==> config.mk <==
export PLATFORM = sky130hd
export DESIGN_NAME = adc_control_byte_power_modes
export DESIGN_NICKNAME = d
export VERILOG_FILES = /design/src/shared/adc_ctrl_pkg.sv /design/src/rtl/pin_sync.sv /design/src/rtl/adc_control_byte_power_modes.sv
export SDC_FILE = /design/constraint.sdc
export NUM_CORES = 1
export LEC_CHECK = 0
export ABC_AREA = 1
export BUFFER_PORTS_ARGS = -buffer_cell sky130_fd_sc_hd__buf_2
export CAP_MARGIN = 20
export CORE_MARGIN = 2
export CORE_UTILIZATION = 35
export DETAILED_ROUTE_END_ITERATION = 8
export GPL_TIMING_DRIVEN = 0
export SETUP_SLACK_MARGIN = 0.15
export SLEW_MARGIN = 15
export SYNTH_ARGS = -nofsm -noshare
export SYNTH_HDL_FRONTEND = slang
export SYNTH_SLANG_ARGS = --single-unit
==> constraint.sdc <==
create_clock -name I_REF_CLK -period 1.63 [get_ports I_REF_CLK]
set_input_delay 0.0815 -clock I_REF_CLK [delete_from_list [all_inputs] [get_ports I_REF_CLK]]
set_output_delay 0.0815 -clock I_REF_CLK [all_outputs]
set_load 0.03 [all_outputs]
==> src/shared/adc_ctrl_pkg.sv <==
// Package with the constants and types of the control-byte sequencer.
package adc_ctrl_pkg;

  localparam int unsigned CLK_PERIOD_NS   = 25;
  localparam int unsigned READY_TIME_NS   = 2000;
  localparam int unsigned READY_CYCLES    =
    (READY_TIME_NS + CLK_PERIOD_NS - 1) / CLK_PERIOD_NS;

  localparam int unsigned CTRL_BITS       = 8;
  localparam int unsigned CONV_SCLK_FALLS = 12;

  localparam int unsigned BIT_START       = 7;
  localparam int unsigned BIT_CHAN_HI     = 6;
  localparam int unsigned BIT_CHAN_LO     = 4;
  localparam int unsigned BIT_POLARITY    = 3;
  localparam int unsigned BIT_INPUT_CFG   = 2;
  localparam int unsigned BIT_POWER_HI    = 1;
  localparam int unsigned BIT_POWER_LO    = 0;

  localparam logic [7:0]  CTRL_WORD_RESET = 8'h00;

  typedef enum logic [1:0] {
    FULL_SLEEP_MODE  = 2'b00,
    QUICK_SLEEP_MODE = 2'b01,
    LOW_POWER_MODE   = 2'b10,
    NORMAL_MODE      = 2'b11
  } power_mode_t;

  typedef enum logic [2:0] {
    ST_WAKE     = 3'b000,
    ST_IDLE     = 3'b001,
    ST_SHIFT    = 3'b010,
    ST_CONVERT  = 3'b011,
    ST_SHUTDOWN = 3'b100
  } seq_state_t;

endpackage : adc_ctrl_pkg

==> src/rtl/pin_sync.sv <==
// Two-flop synchroniser for a bundle of pin inputs.
module pin_sync #(
  parameter int unsigned     WIDTH   = 1,
  parameter logic [WIDTH-1:0] RST_VAL = '0
) (
  input  wire logic             clk,
  input  wire logic             rst,
  input  wire logic [WIDTH-1:0] d,
  output logic      [WIDTH-1:0] q
);

  logic [WIDTH-1:0] meta_r;

  always_ff @(posedge clk) begin
    if (rst) begin
      meta_r <= RST_VAL;
      q      <= RST_VAL;
    end else begin
      meta_r <= d;
      q      <= meta_r;
    end
  end

endmodule : pin_sync

==> src/rtl/adc_control_byte_power_modes.sv <==
// Control-byte decoder and power-mode sequencer of a serial converter.
// How it works
// RULE1 - First one after chip select falls is the start bit, byte MSB.
// RULE2 - Bits 6 to 4 select which analog inputs are converted.
// RULE3 - Bit 3 one selects unipolar, zero selects bipolar conversion.
// RULE4 - Bit 2 one selects single-ended, zero pseudo-differential inputs.
// RULE5 - Bits 1 and 0: 00 full, 01 fast, 10 reduced, 11 normal.
// RULE6 - Converting is fully powered; between, sections follow the mode.
// RULE7 - After conversion enter the latest programmed mode until next byte.
// RULE8 - Reset, leaving full sleep or shutdown: full power, ready in 2us.
// RULE9 - Fast and reduced modes may convert again with no wake delay.
// RULE10 - A software sleep mode waits for the running conversion to end.
// RULE11 - A start bit during software sleep restores full power.
// RULE12 - Each new byte's power field sets the mode after its conversion.
// RULE13 - Shutdown low forces hardware sleep and aborts any conversion.
// RULE14 - Host waits about 1.2ms for an internal reference to settle.
// RULE15 - Host should spend that wait in fast or reduced mode.
// RULE16 - Conversion starts on the serial clock fall after the eighth bit.
// RULE17 - Bits are sampled on rising serial clock while chip select low.
// RULE18 - Strobe pulses one clock after the byte; floats with select high.
// RULE19 - Shutdown released returns to idle with nothing pending.
// RULE20 - The whole byte is latched at once after its eighth bit.
module adc_control_byte_power_modes
  import adc_ctrl_pkg::*;
#(
  parameter int unsigned READY_WAIT = READY_CYCLES
) (
  input  wire logic       I_REF_CLK,
  input  wire logic       I_RESET,
  input  wire logic       I_SCLK,
  input  wire logic       I_CS_N,
  input  wire logic       I_DIN,
  input  wire logic       I_HW_SHUTDOWN_N,
  output logic      [2:0] O_CHAN_SEL,
  output logic            O_POLARITY_SELECT,
  output logic            O_INPUT_CONFIG_SELECT,
  output logic      [1:0] O_POWER_FIELD,
  output logic            O_CONVERTING,
  output logic            O_COMPARATOR_ON,
  output logic            O_COMPARATOR_FULL,
  output logic            O_REFERENCE_ON,
  output logic            O_READY,
  output logic            O_CONV_STROBE,
  output logic            O_CONV_STROBE_OE
);

  typedef struct packed {
    seq_state_t  state;
    logic        sclk_d;
    logic [2:0]  bit_cnt;
    logic [6:0]  shift;
    logic        got_eight;
    logic [3:0]  fall_cnt;
    logic [7:0]  ctrl_word;
    power_mode_t mode;
    logic [15:0] wait_cnt;
    logic [2:0]  chan_sel;
    logic        polarity;
    logic        input_cfg;
    logic [1:0]  power_field;
    logic        converting;
    logic        comp_on;
    logic        comp_full;
    logic        ref_on;
    logic        ready;
    logic        strobe;
    logic        strobe_oe;
  } state_t;

  state_t s_r;
  state_t s_nxt;

  logic [3:0] pins_sync;
  logic       sclk_s;
  logic       cs_n_s;
  logic       din_s;
  logic       hw_shutdown_n_n_s;
  logic       rise;
  logic       fall;

  // Serial clock, select, data and shutdown all come from the host side.
  // Reset levels match the idle pins, so no false select or shutdown follows.
  pin_sync #(.WIDTH(4), .RST_VAL(4'h5)) u_sync (
    .clk (I_REF_CLK),
    .rst (I_RESET),
    .d   ({I_SCLK, I_CS_N, I_DIN, I_HW_SHUTDOWN_N}),
    .q   (pins_sync)
  );

  assign sclk_s   = pins_sync[3];
  assign cs_n_s   = pins_sync[2];
  assign din_s    = pins_sync[1];
  assign hw_shutdown_n_n_s = pins_sync[0];
  assign rise     = sclk_s & ~s_r.sclk_d & ~cs_n_s; // RULE17
  assign fall     = ~sclk_s & s_r.sclk_d & ~cs_n_s;

  always_comb begin
    s_nxt           = s_r;
    s_nxt.sclk_d    = sclk_s;
    s_nxt.strobe    = 1'b0;
    s_nxt.strobe_oe = ~cs_n_s; // RULE18
    if (s_r.wait_cnt != 16'h0000) begin
      s_nxt.wait_cnt = s_r.wait_cnt - 16'h0001;
    end
    case (s_r.state)
      ST_WAKE: begin
        // Full power is applied at once; only the readiness waits. 
        if (s_r.wait_cnt == 16'h0000) begin
          s_nxt.ready = 1'b1; // RULE8
          s_nxt.state = ST_IDLE;
        end
      end
      ST_IDLE, ST_SHIFT: begin
        if (cs_n_s) begin
          s_nxt.state   = ST_IDLE;
          s_nxt.bit_cnt = 3'h0;
        end else if (s_r.got_eight && fall) begin
          s_nxt.got_eight  = 1'b0;
          s_nxt.state      = ST_CONVERT; // RULE16
          s_nxt.converting = 1'b1;
          s_nxt.fall_cnt   = 4'h0;
        end else if (rise && !s_r.got_eight) begin
          if (s_r.state == ST_IDLE) begin
            if (din_s) begin // RULE1
              s_nxt.state   = ST_SHIFT;
              s_nxt.bit_cnt = 3'h1;
              s_nxt.shift   = 7'h00;
              // Waking from any sleep restores full power for the
              // conversion; a full sleep also drops readiness.
              s_nxt.mode      = NORMAL_MODE; // RULE11
              s_nxt.comp_on   = 1'b1; // RULE6
              s_nxt.comp_full = 1'b1;
              s_nxt.ref_on    = 1'b1;
            end
          end else begin
            s_nxt.shift   = {s_r.shift[5:0], din_s};
            s_nxt.bit_cnt = s_r.bit_cnt + 3'h1;
            if (s_r.bit_cnt == 3'(CTRL_BITS - 1)) begin
              s_nxt.ctrl_word   = {1'b1, s_r.shift[5:0], din_s}; // RULE20
              s_nxt.chan_sel    = s_r.shift[5:3]; // RULE2
              s_nxt.polarity    = s_r.shift[2]; // RULE3
              s_nxt.input_cfg   = s_r.shift[1]; // RULE4
              s_nxt.power_field = {s_r.shift[0], din_s}; // RULE5
              s_nxt.got_eight   = 1'b1;
              s_nxt.strobe      = 1'b1; // RULE18
            end
          end
        end
      end
      ST_CONVERT: begin
        if (fall) begin
          s_nxt.fall_cnt = s_r.fall_cnt + 4'h1;
        end
        if (fall && s_r.fall_cnt == 4'(CONV_SCLK_FALLS - 1)) begin
          // Software sleep takes effect only after the conversion ends.
          s_nxt.converting = 1'b0; // RULE10
          s_nxt.state      = ST_IDLE;
          s_nxt.bit_cnt    = 3'h0;
          s_nxt.mode       = power_mode_t'(s_r.power_field); // RULE7 RULE12
          case (power_mode_t'(s_r.power_field))
            FULL_SLEEP_MODE: begin
              s_nxt.comp_on = 1'b0; // RULE6
              s_nxt.comp_full = 1'b0;
              s_nxt.ref_on  = 1'b0;
              s_nxt.ready   = 1'b0;
            end
            QUICK_SLEEP_MODE, LOW_POWER_MODE: begin
              // Reference stays up, so the next start needs no wait.
              s_nxt.comp_full = 1'b0; // RULE9
            end
            default: begin
              s_nxt.comp_full = 1'b1;
            end
          endcase
        end
      end
      ST_SHUTDOWN: begin
        if (hw_shutdown_n_n_s) begin
          s_nxt.state    = ST_WAKE; // RULE19
          s_nxt.wait_cnt = 16'(READY_WAIT);
          s_nxt.comp_on  = 1'b1; // RULE8
          s_nxt.comp_full = 1'b1;
          s_nxt.ref_on   = 1'b1;
          s_nxt.mode     = NORMAL_MODE;
        end
      end
      default: s_nxt.state = ST_IDLE;
    endcase
    // Leaving full sleep needs the same settle wait as a reset.
    if (s_r.state == ST_IDLE && s_r.mode == FULL_SLEEP_MODE &&
        s_nxt.mode == NORMAL_MODE) begin
      s_nxt.wait_cnt = 16'(READY_WAIT); // RULE8
    end
    if (s_r.wait_cnt == 16'h0001 && s_r.state != ST_SHUTDOWN) begin
      s_nxt.ready = 1'b1;
    end
    // Shutdown overrides everything, dropping the conversion unfinished.
    if (!hw_shutdown_n_n_s) begin
      s_nxt.state      = ST_SHUTDOWN; // RULE13
      s_nxt.converting = 1'b0;
      s_nxt.got_eight  = 1'b0;
      s_nxt.bit_cnt    = 3'h0;
      s_nxt.comp_on    = 1'b0;
      s_nxt.comp_full  = 1'b0;
      s_nxt.ref_on     = 1'b0;
      s_nxt.ready      = 1'b0;
      s_nxt.wait_cnt   = 16'h0000;
      s_nxt.strobe     = 1'b0;
    end
  end

  always_ff @(posedge I_REF_CLK) begin
    if (I_RESET) begin
      s_r             <= '0;
      s_r.state       <= ST_WAKE;
      s_r.sclk_d      <= 1'b0;
      s_r.ctrl_word   <= CTRL_WORD_RESET;
      s_r.mode        <= NORMAL_MODE;
      s_r.power_field <= 2'(NORMAL_MODE);
      s_r.wait_cnt    <= 16'(READY_WAIT);
      s_r.comp_on     <= 1'b1;
      s_r.comp_full   <= 1'b1;
      s_r.ref_on      <= 1'b1;
    end else begin
      s_r <= s_nxt;
    end
  end

  assign O_CHAN_SEL            = s_r.chan_sel;
  assign O_POLARITY_SELECT     = s_r.polarity;
  assign O_INPUT_CONFIG_SELECT = s_r.input_cfg;
  assign O_POWER_FIELD         = s_r.power_field;
  assign O_CONVERTING          = s_r.converting;
  assign O_COMPARATOR_ON       = s_r.comp_on;
  assign O_COMPARATOR_FULL     = s_r.comp_full;
  assign O_REFERENCE_ON        = s_r.ref_on;
  assign O_READY               = s_r.ready;
  assign O_CONV_STROBE         = s_r.strobe;
  assign O_CONV_STROBE_OE      = s_r.strobe_oe;

endmodule : adc_control_byte_power_modes

==> qor.yml <==
ys_ff_latch: 57
worstPathRequired_ps: 1830
power_switching_mw: 1.67
worst_pin_slew_ps: 540
routedWlPerCell_um: 12.8
coreArea_um2: 7690
pre_cts_slack_ps: -158
grt_use_total_pct: 16.5
fillers: 714
synth_ff_type: "dfxtp_1"
combPwrFrac_pct: 36.9
syn_avg_cell_area_um2: 7.13
period_needed_ps: 1580
setup_viol: 0
drive_gt1_share_pct: 41.1
worst-path-max-fanout: 6
power_mw: 4.48
synth_cells: 387
grt-ovfl-total: 0
grt_first_pass_wirelength_um: 11300
p_per_area_nw_per_um2: 1130
endpoint_kind: "flop"
synthDistinctLibCells: 31
h-tree-depth: 3
internal-power_mw: 2.81
grt_use_met3_pct: 5.61
place_hpwl_um: 4340
met1_usage_pct: 19.6
die_w_um: 92.8
pwr-share-seq_pct: 37.7
ys_warn_count: 0
grt_max_degree: 11
syn_area_um2: 2760
antenna_left: 0
ff_latch_area_um2: 1160
finalClockSkew_ps: 11.7
start_util_pct: 35.9
seq_area_frac_synth_pct: 41.4
synth_async_sr_flop_share_pct: 0
dieArea_um2: 8610
pin_count: 20
cts_buffers: 9
worst_hold_path_type: "in -> reg"
status: "complete, no violations"
dr_total_vias: 2708
fin_area_um2: 3950
finalMaxSlewViolations: 0
setup_ws_ps: 46.1
fin_crit_sh_pct: 97.2
leakagePower_nw: 1.69
antenna_found_initial: 0
grt.busiest_layer: "met2"
critPathLaunchType: "flop"
row_count: 32
rsz0062_at_grt: "yes"
drt_wl_total_um: 7220
die_h_um: 92.8
use_met2_pct: 27.1
detail_route.iter0.violations: 149
crit_arrival_ps: 1780
nets: 470
synthToLayoutAreaGrowth_pct: 43.3
grt_pass1_vias: 2514
slew_headroom_pct: 64.0
maxCapViolCount: 0
path_clk_slew_ps: 70
numPortBuffers: 19
clkPwrFrac_pct: 25.4
drc_errors: 0
n_antenna_cell: 0
synth_edf_count: 0
path_class: "reg -> reg"
hold_viol: 0
clock-sinks: 57
cts_max_path_buffers: 2
first_pass_iters: 4
cts_tree: "done"
place_area_um2: 3010
place.gp.congestion: 0.829
viasPerCell: 4.80
multi_input_comb_area_um2: 1780
swShare_pct: 37.4
root_buffer: "clkbuf_8"
syn_nets: 399
max_freq_mhz: 631
clkLatencyLatePin_ps: 340
vdd.ir_drop.worst_mv: 0.660
power groups by stage:
stage          Sequential (mW)  Combinational (mW)  Clock (mW)
3_5_place_dp              1.68                1.11           0
5_1_grt                   1.71                1.83        1.23
4_1_cts                   1.67                1.42        1.17
6_report                  1.69                1.65        1.14
2_1_floorplan             1.70               0.871           0
3_3_place_gp              1.68                1.10           0
worst max-delay path, cell delays in order (launching register included):
cell	delay (ps)
dfxtp_4	380
inv_6	90
nand3_2	120
nand2_4	110
inv_4	50
nor2_4	150
inv_2	50
or2_1	230
buf_6	150
nand2_4	60
a21oi_2	50
path summary, 6_finish.rpt:
| kind | start | to | slack, ps | cells past startpoint |
|---|---|---|---|---|
| min reg2reg | u_sync.meta_r[1]$_SDFF_PP0_ | u_sync.q[1]$_SDFF_PP0_ | 410 | 2 |
| max | s_r[58]$_SDFFE_PP0P_ | s_r[45]$_SDFFE_PP0P_ | 50 | 10 |
| min | I_RESET | u_sync.meta_r[2]$_SDFF_PP1_ | 90 | 2 |
| max reg2reg | s_r[58]$_SDFFE_PP0P_ | s_r[45]$_SDFFE_PP0P_ | 50 | 10 |
stage by stage:
step                hold slack [ps]  util [%]  cells  TNS, ps
finish                         86.8      51.4    564        0
global route                   85.0      51.4    564     -340
CTS                            48.6      47.2    551        0
detailed placement              266      39.1    508    -2530
global placement                267      39.1    508    -2930
floorplan                       185         -    387        0
logic make-up (layout without fill, tap and decap cells):
kind of cell    Yosys count  after routing  share of synthesized area, %
simple gates            209            210                          34.2
flops                    57             57                          41.4
buf+inv                  57            131                          8.93
compound gates           44             44                          8.39
xor+xnor                 14             14                          4.44
fa+ha+maj                 6              6                          2.72
cells in the final DEF, fill, tap and decap left out, drive strengths merged, types with 2 or more instances in the layout:
cell type / netlist / layout
dfxtp: 57 / 57
buf: 9 / 64
dlygate4sd3: 0 / 4
clkinv: 0 / 2
nor4: 3 / 3
clkbuf: 3 / 15
xnor2: 5 / 5
nor3: 7 / 7
xor2: 9 / 9
nand3: 18 / 18
o21ai: 17 / 17
a21oi: 23 / 23
o211ai: 2 / 2
or2: 6 / 6
nand2: 99 / 99
nand4: 8 / 8
ha: 6 / 6
inv: 45 / 45
nor2: 65 / 66
layout make-up:
type	count	area share, %
Tap cell	102	3.23
Inverter	45	4.84
Timing Repair Buffer	59	11.1
Clock inverter	3	0.443
Multi-Input combinational cell	274	45.1
Buffer	12	2.25
Sequential cell	57	29.3
Clock buffer	12	3.67
what timing repair did:
item / in CTS / in global routing
setup buffers: 22 / 13
gates cloned: 2 / 0
endpoints found under the hold margin: 4 / 0
pin swaps: 15 / 9
setup endpoints to repair: 43 / 45
hold buffers: 4 / 0
resized for setup: 67 / 65
synth_stat cells (2+ instances only):
cell type | n | share of area [%]
nand4_1 | 8 | 1.8
nor3_1 | 6 | 1.1
or2_2 | 5 | 1.1
nand3_2 | 4 | 1.5
nand2_1 | 96 | 13
nor2_1 | 53 | 7.2
nand2_2 | 3 | 0.68
nand3_1 | 14 | 2.5
nor4_1 | 3 | 0.68
a21oi_1 | 23 | 4.2
o211ai_1 | 2 | 0.54
xor2_1 | 9 | 2.9
o21ai_0 | 17 | 3.1
buf_2 | 2 | 0.36
nor2_2 | 11 | 2.5
dfxtp_1 | 57 | 41
xnor2_1 | 5 | 1.6
ha_1 | 6 | 2.7
buf_4 | 6 | 1.6
clkbuf_1 | 3 | 0.41
inv_1 | 42 | 5.7
inv_2 | 3 | 0.41
registers in the layout, summed over array words and instances, names as in the netlist:
| name | flops |
|---|---|
| O_POWER_FIELD | 2 |
| s_r | 41 |
| O_READY | 1 |
| O_CONV_STROBE_OE | 1 |
| O_COMPARATOR_ON | 1 |
| u_sync.q | 4 |
| O_CONV_STROBE | 1 |
| O_CONVERTING | 1 |
| u_sync.meta_r | 4 |
| O_COMPARATOR_FULL | 1 |
metal layers:
metal / routed length [µm] / share of wire [%]
met4: 177 / 2.5
met5: 0 / 0
met2: 3590 / 50
met1: 2970 / 41
met3: 478 / 6.6
No activity file was read; power rests on OpenSTA's default activity.
